### src/mscr_pkg.sv
// shared constants and carrier types for the status and control register bank
package mscr_pkg;
	localparam int DATA_W = 8;
	localparam int PORT_W = 8;
	localparam int AHB_AW = 8;

	// register byte offsets on the ahb-lite bus
	localparam logic [AHB_AW-1:0] OFF_WORK = 8'h00;
	localparam logic [AHB_AW-1:0] OFF_JUMP = 8'h04;
	localparam logic [AHB_AW-1:0] OFF_FLAG = 8'h08;
	localparam logic [AHB_AW-1:0] OFF_PDATA = 8'h0C;
	localparam logic [AHB_AW-1:0] OFF_PDIR = 8'h10;
	localparam logic [AHB_AW-1:0] OFF_SETUP = 8'h14;
	localparam logic [AHB_AW-1:0] OFF_BITOP = 8'h18;
	localparam logic [AHB_AW-1:0] OFF_IRQ_STAT = 8'h1C;
	localparam logic [AHB_AW-1:0] OFF_IRQ_MASK = 8'h20;

	// flag register bit positions
	localparam int FLAG_C = 0;
	localparam int FLAG_AC = 1;
	localparam int FLAG_Z = 2;
	localparam int FLAG_OV = 3;
	localparam int FLAG_SLEEP = 4;
	localparam int FLAG_WDT = 5;
	localparam int ARITH_W = 4;

	// system setup register bit positions
	localparam int SETUP_CLK_SRC = 0;
	localparam int SETUP_LOW_PWR = 1;
	localparam int SETUP_FREQ_OUT = 2;
	localparam int SETUP_PWM0 = 3;
	localparam int SETUP_PWM1 = 4;
	localparam int SETUP_PWM_RES = 5;

	// single-bit operation register fields
	localparam int BITOP_IDX_LSB = 0;
	localparam int BITOP_IDX_W = 3;
	localparam int BITOP_DIR = 3;
	localparam int BITOP_SET = 4;

	// interrupt status bit positions
	localparam int IRQ_WDT = 0;
	localparam int IRQ_HALT = 1;
	localparam int IRQ_JUMP = 2;
	localparam int IRQ_W = 3;

	// reset values
	localparam logic [DATA_W-1:0] RST_WORK = 8'h00;
	localparam logic [DATA_W-1:0] RST_SETUP = 8'h00;
	localparam logic [PORT_W-1:0] RST_PDATA = 8'h00;
	localparam logic [PORT_W-1:0] RST_PDIR = 8'hFF;
	localparam logic [IRQ_W-1:0] RST_IRQ = 3'h0;

	// cycles of pipeline bubble after a jump through the low byte
	localparam int JUMP_DUMMY_CYC = 1;

	typedef enum logic [3:0] {
		OP_MOV = 4'h0,
		OP_ADD = 4'h1,
		OP_ADC = 4'h2,
		OP_SUB = 4'h3,
		OP_SBC = 4'h4,
		OP_AND = 4'h5,
		OP_OR = 4'h6,
		OP_XOR = 4'h7,
		OP_RLC = 4'h8,
		OP_RRC = 4'h9
	} mscr_op_t;

	typedef struct packed {
		logic ov;
		logic z;
		logic ac;
		logic c;
	} mscr_flags_t;

	typedef struct packed {
		mscr_op_t op;
		logic [DATA_W-1:0] a;
		logic [DATA_W-1:0] b;
	} mscr_alu_req_t;

	typedef struct packed {
		logic [DATA_W-1:0] data;
		mscr_flags_t flags;
		mscr_flags_t upd;
	} mscr_alu_res_t;
endpackage

### src/mscr_flag_unit.sv
// result and flag computation for one core operation
`timescale 1ns/1ns
`default_nettype none
module mscr_flag_unit
	import mscr_pkg::*;
(
	input wire mscr_alu_req_t req_i,
	input wire logic carry_i,
	output mscr_alu_res_t res_o
);
	logic [DATA_W-1:0] b_eff;
	logic cin;
	logic [4:0] low_sum;
	logic [8:0] sum;
	logic c_into_msb;
	logic arith;

	always_comb begin
		arith = 1'b1;
		b_eff = req_i.b;
		cin = 1'b0;
		case (req_i.op)
			OP_ADD: cin = 1'b0;
			OP_ADC: cin = carry_i;
			OP_SUB: begin
				b_eff = ~req_i.b;
				cin = 1'b1;
			end
			OP_SBC: begin
				b_eff = ~req_i.b;
				cin = carry_i;
			end
			default: arith = 1'b0;
		endcase
		// subtraction adds the complement, so carry out means no borrow
		low_sum = {1'b0, req_i.a[3:0]} + {1'b0, b_eff[3:0]} + {4'h0, cin};
		sum = {1'b0, req_i.a} + {1'b0, b_eff} + {8'h00, cin};
		c_into_msb = req_i.a[7] ^ b_eff[7] ^ sum[7];
		res_o = '0;
		if (arith) begin
			res_o.data = sum[7:0];
			res_o.flags.c = sum[8];
			res_o.flags.ac = low_sum[4];
			res_o.flags.ov = c_into_msb ^ sum[8];
			res_o.upd = 4'hF;
		end else begin
			case (req_i.op)
				OP_AND: res_o.data = req_i.a & req_i.b;
				OP_OR: res_o.data = req_i.a | req_i.b;
				OP_XOR: res_o.data = req_i.a ^ req_i.b;
				OP_RLC: begin
					res_o.data = {req_i.a[6:0], carry_i};
					res_o.flags.c = req_i.a[7];
				end
				OP_RRC: begin
					res_o.data = {carry_i, req_i.a[7:1]};
					res_o.flags.c = req_i.a[0];
				end
				default: res_o.data = req_i.b;
			endcase
			res_o.upd.z = (req_i.op == OP_AND) || (req_i.op == OP_OR) || (req_i.op == OP_XOR);
			res_o.upd.c = (req_i.op == OP_RLC) || (req_i.op == OP_RRC);
		end
		res_o.flags.z = (res_o.data == 8'h00);
	end
endmodule
`default_nettype wire

### src/mscr_regs.sv
// core status and control register bank with ahb-lite access and port pins
// Function
// - all alu results land in working register
// - low byte write jumps within current page
// - jump through low byte adds dummy cycle
// - software writes keep watchdog and sleep flags
// - watchdog flag set on timeout, cleared by refresh or halt
// - sleep flag set by halt, cleared by refresh
// - overflow is carry-in xor carry-out of msb
// - zero flag follows result equal zero on arithmetic and logic ops
// - half-byte flag is low nibble carry
// - carry flag is carry or no borrow
// - rotate through carry updates carry flag
// - flags never saved automatically on entry
// - flag register top two bits read zero
// - arithmetic flags readable and writable
// - direction bit one input, zero output
// - data drives outputs, reads input pins
// - single-bit set and clear on port registers
// - setup register software settings reset zero
//
// Added by the designer: register access over AHB-Lite and the address map.
`timescale 1ns/1ns
`default_nettype none
module mscr_regs
	import mscr_pkg::*;
#(
	parameter int PORT_WIDTH = PORT_W
)(
	input wire logic ref_clk_i,
	input wire logic nrst_i,
	input wire logic hsel_i,
	input wire logic [AHB_AW-1:0] haddr_i,
	input wire logic [1:0] htrans_i,
	input wire logic hwrite_i,
	input wire logic [2:0] hsize_i,
	input wire logic [31:0] hwdata_i,
	input wire logic hready_i,
	output logic hreadyout_o,
	output logic hresp_o,
	output logic [31:0] hrdata_o,
	input wire logic alu_valid_i,
	input wire mscr_alu_req_t alu_req_i,
	input wire logic [DATA_W-1:0] pc_low_i,
	input wire logic wdt_timeout_i,
	input wire logic wdt_refresh_i,
	input wire logic halt_i,
	output logic [DATA_W-1:0] working_o,
	output mscr_flags_t flags_o,
	output logic pc_jump_o,
	output logic [DATA_W-1:0] pc_target_o,
	output logic dummy_cycle_o,
	output logic [DATA_W-1:0] setup_o,
	input wire logic [PORT_WIDTH-1:0] port_pin_i,
	output logic [PORT_WIDTH-1:0] port_out_o,
	output logic [PORT_WIDTH-1:0] port_oe_o,
	output logic irq_o
);
	logic [DATA_W-1:0] working_register;
	logic [DATA_W-1:0] system_setup_register;
	logic [PORT_WIDTH-1:0] port_data_reg;
	logic [PORT_WIDTH-1:0] port_direction_reg;
	mscr_flags_t arith_flags;
	logic watchdog_expired_flag;
	logic sleep_entry_flag;
	logic [IRQ_W-1:0] irq_status;
	logic [IRQ_W-1:0] irq_mask;
	logic [IRQ_W-1:0] irq_event;
	logic [PORT_WIDTH-1:0] pin_meta;
	logic [PORT_WIDTH-1:0] pin_sync;
	logic [PORT_WIDTH-1:0] port_read;
	logic dp_wr;
	logic [AHB_AW-1:0] dp_addr;
	logic addr_phase;
	logic [31:0] next_rdata;
	logic [DATA_W-1:0] wbyte;
	logic [BITOP_IDX_W-1:0] bit_idx;
	logic bitop_wr;
	logic jump_wr;
	mscr_alu_res_t alu_res;

	mscr_flag_unit u_flag_unit (
		.req_i(alu_req_i),
		.carry_i(arith_flags.c),
		.res_o(alu_res)
	);

	// single cycle slave: never stretches, always okay
	assign hreadyout_o = 1'b1;
	assign hresp_o = 1'b0;
	assign addr_phase = hsel_i && htrans_i[1] && hready_i;
	assign wbyte = hwdata_i[DATA_W-1:0];
	assign jump_wr = dp_wr && (dp_addr == OFF_JUMP);
	assign bitop_wr = dp_wr && (dp_addr == OFF_BITOP);
	assign bit_idx = wbyte[BITOP_IDX_LSB +: BITOP_IDX_W];

	always_ff @(posedge ref_clk_i or negedge nrst_i) begin
		if (!nrst_i) begin
			dp_wr <= 1'b0;
			dp_addr <= '0;
		end else begin
			dp_wr <= addr_phase && hwrite_i;
			dp_addr <= haddr_i;
		end
	end

	// pins are asynchronous to the core clock
	always_ff @(posedge ref_clk_i or negedge nrst_i) begin
		if (!nrst_i) begin
			pin_meta <= '0;
			pin_sync <= '0;
		end else begin
			pin_meta <= port_pin_i;
			pin_sync <= pin_meta;
		end
	end

	generate
		for (genvar i = 0; i < PORT_WIDTH; i++) begin : g_port
			assign port_read[i] = port_direction_reg[i] ? pin_sync[i] : port_data_reg[i];
			assign port_oe_o[i] = ~port_direction_reg[i];
		end
	endgenerate
	assign port_out_o = port_data_reg;

	// core results take priority over a software write in the same cycle
	always_ff @(posedge ref_clk_i or negedge nrst_i) begin
		if (!nrst_i) begin
			working_register <= RST_WORK;
		end else if (alu_valid_i) begin
			working_register <= alu_res.data;
		end else if (dp_wr && dp_addr == OFF_WORK) begin
			working_register <= wbyte;
		end
	end

	// no reset on purpose: these flags power up unknown
	always_ff @(posedge ref_clk_i) begin
		if (alu_valid_i) begin
			arith_flags <= (arith_flags & ~alu_res.upd) | (alu_res.flags & alu_res.upd);
		end else if (dp_wr && dp_addr == OFF_FLAG) begin
			arith_flags <= wbyte[ARITH_W-1:0];
		end
	end

	// only core events move these; bus writes never reach them
	always_ff @(posedge ref_clk_i or negedge nrst_i) begin
		if (!nrst_i) begin
			watchdog_expired_flag <= 1'b0;
		end else if (wdt_timeout_i) begin
			watchdog_expired_flag <= 1'b1;
		end else if (wdt_refresh_i || halt_i) begin
			watchdog_expired_flag <= 1'b0;
		end
	end

	always_ff @(posedge ref_clk_i or negedge nrst_i) begin
		if (!nrst_i) begin
			sleep_entry_flag <= 1'b0;
		end else if (halt_i) begin
			sleep_entry_flag <= 1'b1;
		end else if (wdt_refresh_i) begin
			sleep_entry_flag <= 1'b0;
		end
	end

	// the flag register has no stack path; interrupt entry leaves it alone
	assign flags_o = arith_flags;

	always_ff @(posedge ref_clk_i or negedge nrst_i) begin
		if (!nrst_i) begin
			pc_jump_o <= 1'b0;
			pc_target_o <= '0;
			dummy_cycle_o <= 1'b0;
		end else begin
			pc_jump_o <= jump_wr;
			dummy_cycle_o <= pc_jump_o;
			if (jump_wr) begin
				pc_target_o <= wbyte;
			end
		end
	end

	always_ff @(posedge ref_clk_i or negedge nrst_i) begin
		if (!nrst_i) begin
			system_setup_register <= RST_SETUP;
		end else if (dp_wr && dp_addr == OFF_SETUP) begin
			system_setup_register <= wbyte;
		end
	end
	assign setup_o = system_setup_register;

	always_ff @(posedge ref_clk_i or negedge nrst_i) begin
		if (!nrst_i) begin
			port_data_reg <= RST_PDATA;
		end else if (dp_wr && dp_addr == OFF_PDATA) begin
			port_data_reg <= hwdata_i[PORT_WIDTH-1:0];
		end else if (bitop_wr && !wbyte[BITOP_DIR]) begin
			port_data_reg[bit_idx] <= wbyte[BITOP_SET];
		end
	end

	always_ff @(posedge ref_clk_i or negedge nrst_i) begin
		if (!nrst_i) begin
			port_direction_reg <= RST_PDIR;
		end else if (dp_wr && dp_addr == OFF_PDIR) begin
			port_direction_reg <= hwdata_i[PORT_WIDTH-1:0];
		end else if (bitop_wr && wbyte[BITOP_DIR]) begin
			port_direction_reg[bit_idx] <= wbyte[BITOP_SET];
		end
	end

	assign irq_event[IRQ_WDT] = wdt_timeout_i;
	assign irq_event[IRQ_HALT] = halt_i;
	assign irq_event[IRQ_JUMP] = jump_wr;

	// a new event outranks a write-one-to-clear in the same cycle
	always_ff @(posedge ref_clk_i or negedge nrst_i) begin
		if (!nrst_i) begin
			irq_status <= RST_IRQ;
			irq_mask <= RST_IRQ;
		end else begin
			if (dp_wr && dp_addr == OFF_IRQ_STAT) begin
				irq_status <= (irq_status & ~hwdata_i[IRQ_W-1:0]) | irq_event;
			end else begin
				irq_status <= irq_status | irq_event;
			end
			if (dp_wr && dp_addr == OFF_IRQ_MASK) begin
				irq_mask <= hwdata_i[IRQ_W-1:0];
			end
		end
	end
	assign irq_o = |(irq_status & irq_mask);

	always_comb begin
		next_rdata = 32'h0000_0000;
		case (haddr_i)
			OFF_WORK: next_rdata[DATA_W-1:0] = working_register;
			OFF_JUMP: next_rdata[DATA_W-1:0] = pc_low_i;
			OFF_FLAG: next_rdata[DATA_W-1:0] = {2'b00, watchdog_expired_flag,
				sleep_entry_flag, arith_flags};
			OFF_PDATA: next_rdata[PORT_WIDTH-1:0] = port_read;
			OFF_PDIR: next_rdata[PORT_WIDTH-1:0] = port_direction_reg;
			OFF_SETUP: next_rdata[DATA_W-1:0] = system_setup_register;
			OFF_IRQ_STAT: next_rdata[IRQ_W-1:0] = irq_status;
			OFF_IRQ_MASK: next_rdata[IRQ_W-1:0] = irq_mask;
			default: next_rdata = 32'h0000_0000;
		endcase
	end

	// sampled at the address phase so data stands through the data phase
	always_ff @(posedge ref_clk_i or negedge nrst_i) begin
		if (!nrst_i) begin
			hrdata_o <= 32'h0000_0000;
		end else if (addr_phase && !hwrite_i) begin
			hrdata_o <= next_rdata;
		end
	end

	assign working_o = working_register;

	logic dp_rd;
	logic [AHB_AW-1:0] rd_addr;
	always_ff @(posedge ref_clk_i or negedge nrst_i) begin
		if (!nrst_i) begin
			dp_rd <= 1'b0;
			rd_addr <= '0;
		end else begin
			dp_rd <= addr_phase && !hwrite_i;
			rd_addr <= haddr_i;
		end
	end
endmodule
`default_nettype wire

### config.mk
export PLATFORM = sky130hd
export DESIGN_NAME = mscr_regs
export DESIGN_NICKNAME = d
export VERILOG_FILES = /design/src/mscr_pkg.sv /design/src/mscr_flag_unit.sv /design/src/mscr_regs.sv
export SDC_FILE = /design/constraint.sdc
export NUM_CORES = 1
export LEC_CHECK = 0
export BUFFER_PORTS_ARGS = -buffer_cell sky130_fd_sc_hd__buf_2
export CAP_MARGIN = 20
export CORE_MARGIN = 2
export CORE_UTILIZATION = 48
export DETAILED_ROUTE_END_ITERATION = 16
export PLACE_DENSITY = 0.78
export SLEW_MARGIN = 20
export SYNTH_ARGS = -nofsm -noshare
export SYNTH_HDL_FRONTEND = slang
export SYNTH_HIERARCHICAL = 1
export SYNTH_SLANG_ARGS = --single-unit
### constraint.sdc
create_clock -name ref_clk_i -period 3.2 [get_ports ref_clk_i]
set_clock_uncertainty 0.1 [all_clocks]
set_input_delay 0.64 -clock ref_clk_i [delete_from_list [all_inputs] [get_ports ref_clk_i]]
set_output_delay 0.64 -clock ref_clk_i [all_outputs]
set_load 0.03 [all_outputs]
==> results by stage, run 1 <==
Clocking:
- The master cell of the clock root buffer is sky130_fd_sc_hd__clkbuf_16.
- The CTS buffer count is 9.
- The clock net in this run drives a total of 87 sinks.
- In this run the number of H-tree levels came out at 3.
- The clock reaches the later pin of the worst-skew pair after 0.35 ns.
- The TritonCTS clock tree is done.
- The maximum number of buffers from clock root to sink is 2.
- The clock transition time at the flip-flop clock pins of the worst setup and hold paths is 0.07 ns.

Route:
- The first-pass detailed-route iteration total is 6.
- The total DRC errors in the routed layout is 0.
- After detailed routing, the average wire length per cell comes to 19.3 um.
- The total number of vias is 5354.
- The number of antenna-violating nets in the routed design is 0.
- The count of routing violations after the opening detailed-route iteration is 704.
- The mean number of vias per cell is 5.95.
- The total wire length after detailed routing is 17400 um.

Floorplanning:
- The standard cell core area is 11900 um^2.
- The die height is 114 um.
- For this configuration, the core starts out at a cell density of 0.487.
- The floorplan step defined a die boundary enclosing 12900 um^2.
- In this run the horizontal extent of the chip is 114 um.
- After floorplanning, the core was divided into 40 placement rows.
- During I/O placement, the number of pins put on the boundary was 171.

Synthesis:
- The post-synthesis async set-or-reset flop share is 0.954.
- In this run the cell area of the synthesized design comes to 5770 um^2.
- For this run, the leading register cell type out of synthesis is sky130_fd_sc_hd__dfrtp_1.
- The cell count after synthesis came out at 612.
- The mux share of post-synthesis cell area is 0.103.
- The post-synthesis compound-gate area fraction is 0.180.
- After synthesis, the largest family of logic cells by area is compound AO/OA/AOI/OAI gates.
- After synthesis, the netlist uses 80 different library cells.
- Of the total synthesized cell area, the portion taken by AND, OR, NAND and NOR gates is 0.164.
- Of the total synthesized cell area, the portion taken by full adders, half adders and majority gates is 0.0568.
- A synthesized cell averages 9.43 um^2.
- In this run, synthesis inferred 4 flip-flops with an integrated enable.
- After synthesis the netlist holds a flip-flop and latch count of 87.
- The register area share after synthesis is 0.382.
- The post-synthesis share of cell area spent on xor and xnor gates is 0.0212.
- Yosys printed 6 warnings.

Place:
- The count of buffers from port buffering is 116.
- Once placement completed, the tool counted placed cells totaling 883.
- The worst-case setup slack after placement is -0.635 ns.
- The half-perimeter wire length after detailed placement is 13100 um.
- The routability congestion estimate from global placement is 0.912.

Min path:
- In this run the worst hold path is classified as primary input to asynchronous set/reset pin.

Timing:
- Setup repair after global routing could not meet its margin everywhere.
- The final critical delay including setup and external delays is 3.33 ns.
- The count of final hold-check violations is 0.
- Derived from the worst setup path, the maximum achievable clock frequency is 0.301 GHz.
- At the pin with the least slew margin, the transition time is 0.847 ns.
- The final-report max-slew violation count came to 0.
- Hold timing on the final database bottoms out at a slack of 0.206 ns.
- The final worst-path cycle share is 1.04.
- Across all setup checks in the final design, the least slack found is -0.127 ns.
- Setup violations remaining at the end of the flow were counted as 1.
- The worst slew slack as a fraction of its limit is 0.430.
- After routing, the total negative slack on setup checks comes to -0.127 ns.

Pwr:
- IR analysis of the VDD net gives a maximum drop of 0.226 mV.
- For this design the static power due to leakage is 3.37 nW.
- The power per unit of standard cell area is 423 nW/um^2.

Final layout:
- Relative to the synthesized area, the layout overhead comes to 22.1%.
- The number of antenna diodes in the final layout is 0.
- The final layout contains 863 nets.
- The finished layout holds 900 standard cells, fillers aside.
- The share of cells above drive strength 1 is 0.325.

Setup path:
- The critical path in this run is classified as primary input to flop.
- The arrival time reported for the critical path endpoint is 3.42 ns.
- Along the worst path, the maximum fanout reaches 3.
- The worst setup path is captured at a flop.
- The data required time at the worst endpoint is 3.29 ns.
- STA classifies the critical path startpoint as a primary input.

GRT:
- The number of antenna violations at the first check in global routing came to 0.
- The number of global-route vias before repair was 5167.
- The first-pass GRT wire length is 27200 um.
- The aggregate global-route resource usage is 0.266.
- Entering global routing, the biggest net connects 84 pins.
- The overall overflow remaining after global route is 0.

Status:
- The run finished, with violations left.
- The final reports fail on setup timing.

Flow run:
- The number of violations of the max-capacitance limit is 0.
## cell type report
| type | count | area, um^2 |
|---|---|---|
| Fill cell | 1036 | 4810 |
| Multi-Input combinational cell | 440 | 3210 |
| Timing Repair Buffer | 170 | 1000 |
| Clock buffer | 11 | 253 |
| Tap cell | 147 | 184 |
| Inverter | 40 | 150 |
| Clock inverter | 5 | 38.8 |
| Sequential cell | 87 | 2210 |
## metrics by stage
stage                     total power, mW  instance area, um^2   util
after floorplan                      1.69                 5940      -
after global placement               1.93                 6700  0.565
after detailed placement             1.95                 6700  0.565
after CTS                            2.98                 7040  0.594
after global routing                 3.10                 7050  0.594
final                                2.98                 7050  0.594
## power by group
group          switching (mW)  total [mW]  internal (mW)
combinational           0.449       0.727          0.278
sequential             0.0534        1.22           1.17
clock                   0.457        1.03          0.573
total                   0.960        2.98           2.02
## critical path, cell delays in order
cell	delay, ns
sky130_fd_sc_hd__buf_8	0.10
sky130_fd_sc_hd__nor2b_4	0.12
sky130_fd_sc_hd__a22oi_2	0.17
sky130_fd_sc_hd__nor2_4	0.06
sky130_fd_sc_hd__xnor2_2	0.14
sky130_fd_sc_hd__fa_2	0.24
sky130_fd_sc_hd__inv_2	0.04
sky130_fd_sc_hd__fa_2	0.33
sky130_fd_sc_hd__a211o_1	0.30
sky130_fd_sc_hd__o21ai_2	0.09
sky130_fd_sc_hd__xnor2_1	0.09
sky130_fd_sc_hd__a22o_1	0.22
sky130_fd_sc_hd__or4_1	0.40
sky130_fd_sc_hd__nor2_1	0.09
sky130_fd_sc_hd__nor4b_2	0.19
sky130_fd_sc_hd__nand3_1	0.10
sky130_fd_sc_hd__o21ai_1	0.10
## layer usage
layer | vias to the layer above | global-route usage | routed length, um
li1 | 2457 | - | -
met1 | 2593 | 0.367 | 7480
met2 | 276 | 0.430 | 8100
met3 | 28 | 0.0462 | 1480
met4 | 0 | 0.0797 | 325
met5 | - | 0 | 0
## layout by cell type, fill, tap and decap left out, types with 23 or more instances in the layout
master                    instances
sky130_fd_sc_hd__buf_2          113
sky130_fd_sc_hd__buf_4           55
sky130_fd_sc_hd__conb_1          26
sky130_fd_sc_hd__dfrtp_1         75
sky130_fd_sc_hd__ha_1            23
sky130_fd_sc_hd__inv_1           38
sky130_fd_sc_hd__mux2i_1         36
sky130_fd_sc_hd__nand2_1         36
sky130_fd_sc_hd__nor2_1          35
sky130_fd_sc_hd__o21ai_0         37
## logic make-up (layout without fill, tap and decap cells)
family / after synthesis / after routing
simple gates: 166 / 166
fa+ha+maj: 25 / 25
flops: 87 / 87
other cells: 2 / 26
mux: 57 / 57
buf+inv: 109 / 226
compound gates: 152 / 152
xor+xnor: 14 / 14
## worst paths after layout
check	slack, ns	cells past startpoint	from	endpoint
worst max-delay path	-0.13	17	alu_req_i[17]	flop
worst min-delay path	0.21	1	nrst_i	pin_meta[7]$_DFF_PN0_
worst max register to register	-0.02	14	flop	flop
worst min register to register	0.25	0	pin_meta[2]$_DFF_PN0_	pin_sync[2]$_DFF_PN0_
max in group asynchronous	2.24	1	nrst_i	port_out_o[1]$_DFFE_PN0P_
min in group ref_clk_i	0.25	0	pin_meta[2]$_DFF_PN0_	pin_sync[2]$_DFF_PN0_
## what timing repair did
item | 4_1_cts | 5_1_grt
setup endpoints to repair | 4 | 3
setup buffers | 1 | 0
resized for setup | 9 | 1
pin swaps | 11 | 4
hold buffers | 0 | 0
## cell usage after synthesis, drive strengths merged, types with 4 or more instances
cell type	n	area (um^2)
nor2b	7	43.8
mux2	21	236
a21o	12	91.3
nand2b	5	31.3
a221oi	8	70.1
ha	23	288
nor4b	6	58.8
mux2i	36	360
dfrtp	75	1880
dfstp	8	210
a31oi	6	37.5
edfxtp	4	120
a32oi	9	78.8
o22ai	6	37.5
inv	40	150
and4	4	35.0
nor2	37	139
nand2	36	135
a21oi	23	115
or3b	4	37.5
nor3	11	66.3
nor4	4	25.0
nand4	9	56.3
clkbuf	29	109
o21ai	41	205
a22oi	9	67.6
xnor2	12	105
nand3	16	80.1
o32a	4	40.0
buf	40	267
No activity file was read; power rests on OpenSTA's default activity.
==> run 2, diff against run 1 <==
Settings changed: CORE_UTILIZATION 48 to 50.
Clock period 3.2 ns to 4.05 ns, I/O delays scaled along.
==> results by stage, run 2 (synthesis gave the netlist of run 1 again) <==
Status:
- The flow ran to the end, and the final reports show no timing, DRC or antenna violations.

Timing:
- The final-report max-slew violation count is 0.
- Headroom to the max-slew limit came out at 0.371.
- Setup repair after global routing left no endpoint under its margin.
- Setup total negative slack on the finished layout was measured at 0 ns.
- Setup violations remaining at the end of the flow were counted as 0.
- The count of final hold-check violations is 0.
- Of the available clock period, the critical path in the final layout requires 0.915.
- The maximum achievable frequency is 0.270 GHz.
- The routed design could run at a clock period as short as 3.71 ns.
- The transition at the pin with the smallest max-transition slack is 0.935 ns.

Clocking:
- In this run, CTS created clock tree buffers numbering 9.
- Hold repair after CTS inserted 0 buffers.
- The H-tree was split into 3 levels.
- The TritonCTS clock tree is done.
- After clock tree synthesis, the setup repair step added 0 buffers.
- For the worst-skew pair, the clock arrives at the later sink with an insertion delay of 0.34 ns.
- Post-CTS repair changed the size of 0 cells.
- Clock-pin slew was measured on the worst setup and hold paths at 0.06 ns.
- The number of clock sinks is 87.
- The clock passes through at most 2 buffers.
- The master cell of the clock root buffer is sky130_fd_sc_hd__clkbuf_16.

Place:
- The count of buffers from port buffering is 116.
- The half-perimeter wire length after detailed placement is 12500 um.
- The congestion estimate from routability-driven global placement came to 0.951.
- The count of placed standard cells including taps is 843.

Final layout:
- The post-synthesis to final-layout area growth is 17.2%.
- The repair_antennas step left the layout with diodes totalling 0.
- The library cells used most frequently in the layout, excluding fill and tap cells, are sky130_fd_sc_hd__buf_2, sky130_fd_sc_hd__dfrtp_1, sky130_fd_sc_hd__inv_1, sky130_fd_sc_hd__o21ai_0.
- The layout net count is 826.
- The final cell count without fillers is 859.
- The most common cell after layout, fill and taps aside is sky130_fd_sc_hd__buf_2.
- Of the cells placed in the final design, the portion with a size suffix greater than 1 is 0.282.

Pwr:
- The maximum VDD drop is 0.272 mV.
- The leakage component of the power is 3.20 nW.
- Power spread over the standard cell area amounts to 355 nW/um^2.

Route:
- The first TritonRoute pass finished after 5 iterations.
- After detailed routing, the met3 layer carries 1480 um of wire.
- The uppermost layer routed is met4.
- Using the TritonRoute via totals, the vias-per-cell ratio works out to 6.07.
- The detail route stage leaves a number of antenna-violating nets equal to 0.
- Dividing the detail-routed wire length by the instance count gives 19.4 um.
- The routed layout has 5218 vias.
- The met2 wire length is 7980 um.
- The total wire length after detailed routing is 16600 um.
- The detailed router put a total of 6980 um of wire on met1.
- The count of routing violations after the opening detailed-route iteration is 568.
- In the routed design, unresolved DRC markers number 0.

Floorplanning:
- The width of the die is 111 um.
- In this run the count of I/O pins placed on the die edge is 171.
- The floorplan step defined a core boundary enclosing 11300 um^2.
- The initial utilization of the core area, before any placement, comes to 0.510.
- The floorplan has 39 rows.
- The die height is 111 um.
- The floorplan step defined a die boundary enclosing 12400 um^2.

GRT:
- Entering global routing, the biggest net connects 84 pins.
- Across every metal layer, demand over resource in global routing totals 0.267.
- The first-pass GRT wire length is 26500 um.
- The number of antenna violations at the first check in global routing is 0.
- Summed over all layers, the global routing overflow is 0.
- The number of global-route vias before repair is 5039.

Min path:
- The path with the worst hold slack has its endpoint at pin_sync[2]$_DFF_PN0_.
- The worst hold path passes through 0 cells.
- The worst min-delay path category is flop to flop.
- The worst hold path begins at pin_meta[2]$_DFF_PN0_.

Setup path:
- The data required time at the worst endpoint is 4.14 ns.
- The worst setup path is of the primary input to flop kind.
- The arrival time reported for the critical path endpoint is 3.80 ns.
- The capturing element type of the critical path is a flop.
- The worst-path maximum fanout is 3.
- The worst setup path is launched from a primary input.
- Setup slack on the worst reg-to-reg path comes out at 0.57 ns.
- Counting cells, the worst reg-to-reg path comes to 14.

Flow run:
- The number of violations of the max-capacitance limit is 0.
-- run 2: changes by cell type in the layout (fill, tap and decap cells not counted), sizes merged --
cell,previous run,this run
buf,170,133
clkbuf,11,15
clkinvlp,2,0
inv,42,40
bufinv,0,1
clkinv,1,0
-- run 2: per-layer routing --
metal / GRT usage / up-vias
met2: 0.436 / 263
met1: 0.364 / 2558
li1: - / 2377
met5: 0 / -
met3: 0.0599 / 20
met4: 0.0658 / 0
-- run 2: worst max path at each step --
stage / start / end / slack (ns) / depth (start not counted)
global route: alu_req_i[17] / flop / 0.12 / 16
global placement: alu_req_i[17] / flop / 0.08 / 17
CTS: alu_req_i[17] / flop / 0.34 / 17
floorplan: alu_req_i[17] / flop / -0.007 / 18
finish: alu_req_i[17] / flop / 0.34 / 17
detailed placement: alu_req_i[17] / flop / -0.003 / 17
-- run 2: worst max-delay path: stages --
cell and delay (ns):
sky130_fd_sc_hd__buf_2 0.11, sky130_fd_sc_hd__nor2b_4 0.13, sky130_fd_sc_hd__a22oi_2 0.19, sky130_fd_sc_hd__nor2_4 0.07, sky130_fd_sc_hd__xnor2_2 0.16, sky130_fd_sc_hd__fa_2 0.24, sky130_fd_sc_hd__inv_2 0.05, sky130_fd_sc_hd__fa_2 0.39
sky130_fd_sc_hd__a211o_1 0.35, sky130_fd_sc_hd__o21ai_2 0.09, sky130_fd_sc_hd__xnor2_1 0.09, sky130_fd_sc_hd__a22o_1 0.22, sky130_fd_sc_hd__or4_1 0.40, sky130_fd_sc_hd__nor2_1 0.11, sky130_fd_sc_hd__nor4b_2 0.19, sky130_fd_sc_hd__nand3_1 0.10
sky130_fd_sc_hd__o21ai_1 0.11
-- run 2: area by class of cell --
cell class                      instances  area [um^2]
Sequential cell                        87         2210
Fill cell                             992         4560
Tap cell                              143          179
Inverter                               40          150
Clock inverter                          1         30.0
Timing Repair Buffer                  133          714
Multi-Input combinational cell        440         3180
Clock buffer                           15          309
-- run 2: per-stage QoR --
step | hold WS [ns] | instance area (um^2) | util | setup slack (ns) | total power, mW
global route | 0.255 | 6770 | 0.598 | 0.124 | 2.49
global placement | 0.233 | 6420 | 0.567 | 0.0828 | 1.48
floorplan | 0.231 | 5940 | - | -0.00742 | 1.33
CTS | 0.248 | 6760 | 0.597 | 0.344 | 2.40
finish | 0.248 | 6770 | 0.598 | 0.345 | 2.40
detailed placement | 0.235 | 6420 | 0.567 | -0.00325 | 1.49
-- run 2: power by group --
part	switching, mW	internal (mW)	leakage [nW]
logic	0.339	0.176	1.99
clock network	0.331	0.583	0.167
registers	0.0449	0.926	1.04
==> run 3, diff against run 2 <==
Settings changed: RECOVER_POWER set to 50.
==> results by stage, run 3 (synthesis gave the netlist of run 1 again) <==
Route:
- In the final routed layout, each cell accounts on average for 19.3 um.
- After detailed routing, the number of vias per cell comes to 6.10.
- The total DRC errors in the routed layout is 0.
- The total wire length after detailed routing is 16600 um.
- The detail route stage leaves a number of antenna-violating nets equal to 0.
- Summing over every cut layer, the via total after detailed routing is 5243.
- The count of routing violations after the opening detailed-route iteration is 569.
- For this run, the detailed router's first-pass iteration total came to 5.

Final layout:
- The share of cells above drive strength 1 is 0.265.
- Summing all non-filler instances in the final layout gives an area of 6740 um^2.
- From synthesis to final layout, the design area changed by 16.8%.
- At the end of the flow, the number of nets in the layout was 826.
- The most common cell after layout, fill and taps aside is sky130_fd_sc_hd__buf_2.
- The antenna diode count is 0.
- In the layout the commonest cells are sky130_fd_sc_hd__buf_2, sky130_fd_sc_hd__dfrtp_1, sky130_fd_sc_hd__inv_1, sky130_fd_sc_hd__o21ai_0.

Setup path:
- The slowest stage cell on the critical path is sky130_fd_sc_hd__or4_1.
- The critical path starts at alu_req_i[17].
- In this design, the critical path's most frequently occurring cell is sky130_fd_sc_hd__fa_2.
- STA classifies the critical path endpoint as a flop.
- Data arrives at the worst endpoint at 3.81 ns.
- For this run, the slowest stage of the critical path takes 0.40 ns.
- The path type of the worst setup path is primary input to flop.
- Walking the worst path, the cells encountered are buf_2, nor2b_4, a22oi_2, nor2_4, xnor2_2, fa_2, inv_2, fa_2, a211o_1, o21ai_2, xnor2_1, a22o_1, or4_1, nor2_1, nor4b_2, nand3_1, o21ai_1.
- The worst-path maximum fanout is 3.
- The element type at the critical path start is a primary input.
- For the worst setup path, the data required time is 4.14 ns.
- The worst register-to-register path has a depth of 14.

Min path:
- The worst hold path belongs to the class flop to flop.
- The worst hold path cell count is 0.
- The critical hold path startpoint is pin_meta[2]$_DFF_PN0_.

Flow run:
- The tool flagged a number of max-cap violations equal to 1.

Floorplanning:
- The width of the die is 111 um.
- The initial utilization of the core area, before any placement, comes to 0.510.
- The number of rows created at floorplan is 39.
- After floorplanning, the core was sized to cover 11300 um^2.
- The die covers 12400 um^2.
- The number of I/O pins is 171.
- The die height is 111 um.

GRT:
- The number of antenna violations at the first check in global routing was 0.
- Entering global routing, the biggest net connects 84 pins.
- The number of global-route vias before repair is 5039.
- The aggregate global-route resource usage is 0.267.
- After global routing the overflow that remains totals 0.
- The first-pass GRT wire length is 26500 um.

Timing:
- The final count of negative-setup-slack endpoints is 0.
- The final worst-path cycle share is 0.917.
- The final critical-path setup slack is 0.335 ns.
- Based on the critical path, the design can be clocked at up to 0.269 GHz.
- The smallest clock period supported by the final layout is computed as 3.71 ns.
- The count of final hold-check violations is 0.
- The final-report max-slew violation count is 84.
- Setup repair after global routing left no endpoint under its margin.
- The transition at the pin with the smallest max-transition slack is 1.99 ns.
- In this run the tightest slew margin relative to its limit is -0.330.

Clocking:
- TritonCTS created 9 clock buffers.
- After clock tree synthesis, the flow added hold-fix buffers numbering 0.
- The number of gates resized after CTS was 0.
- CTS saw 87 sinks.
- The root buffer cell chosen for the clock tree is sky130_fd_sc_hd__clkbuf_16.
- The number of buffers inserted to repair setup after CTS is 0.
- The clock reaches the later pin of the worst-skew pair after 0.34 ns.
- After clock tree synthesis, the clock-pin slew on the worst setup and hold paths is 0.06 ns.
- The TritonCTS clock tree is done.
- The clock passes through at most 2 buffers.
- The H-tree was split into 3 levels.

Pwr:
- The power per unit of standard cell area is 355 nW/um^2.
- The leakage component of the power is 3.16 nW.
- Across the VDD grid, the largest voltage drop is 0.265 mV.

Place:
- The count of buffers from port buffering is 116.
- The half-perimeter wire length after detailed placement is 12500 um.
- OpenSTA, run right after detailed placement, puts the worst setup slack at -0.00325 ns.
- The cell area after placement is 6420 um^2.
- At the end of routability-driven placement, the weighted congestion stood at 0.951.

Status:
- The flow ran to the end, but the final reports show violations.
- The final reports fail on capacitance limit, slew limit.
[run 3: metrics by stage]
step / power [mW] / hold WS, ns / utilization / TNS (ns) / std cells
after CTS: 2.40 / 0.248 / 0.597 / 0 / 859
after floorplan: 1.33 / 0.231 / - / -0.00742 / 636
final: 2.40 / 0.248 / 0.596 / 0 / 859
after global placement: 1.48 / 0.233 / 0.567 / 0 / 843
after detailed placement: 1.49 / 0.235 / 0.567 / -0.00325 / 843
after global routing: 2.49 / 0.255 / 0.596 / 0 / 859
[run 3: layout make-up]
type | count | area [um^2]
clock buffer | 15 | 309
clock inverter | 1 | 30.0
fill | 997 | 4580
inverter | 40 | 150
multi-input combinational | 440 | 3180
sequential | 87 | 2210
tap | 143 | 179
timing repair buffer | 133 | 693
[run 3: report_power, final]
group,switching [mW],total (mW),internal [mW]
combinational,0.338,0.512,0.174
clock,0.331,0.914,0.583
sequential,0.0453,0.971,0.926
total,0.714,2.40,1.68
[run 3: critical path, delay by kind of cell]
family | cells | cell delay (ns)
xor+xnor | 2 | 0.25
fa+ha+maj | 2 | 0.63
compound gates | 5 | 0.95
simple gates | 6 | 1.02
buf+inv | 2 | 0.16
[run 3: routing by layer]
metal | track usage | wire (um) | vias up
li1 | - | - | 2386
met1 | 0.364 | 6990 | 2572
met2 | 0.436 | 7930 | 265
met3 | 0.0599 | 1420 | 20
met4 | 0.0658 | 210 | 0
met5 | 0 | 0 | -
[run 3: path summary, 6_finish.rpt]
path	end	slack, ns
setup / recovery	flop	0.34
hold / removal	pin_sync[2]$_DFF_PN0_	0.25
setup reg to reg	flop	0.56
hold reg to reg	pin_sync[2]$_DFF_PN0_	0.25
max in group asynchronous	pin_meta[3]$_DFF_PN0_	1.75
min in group asynchronous	hrdata_o[3]$_DFFE_PN0P_	0.91
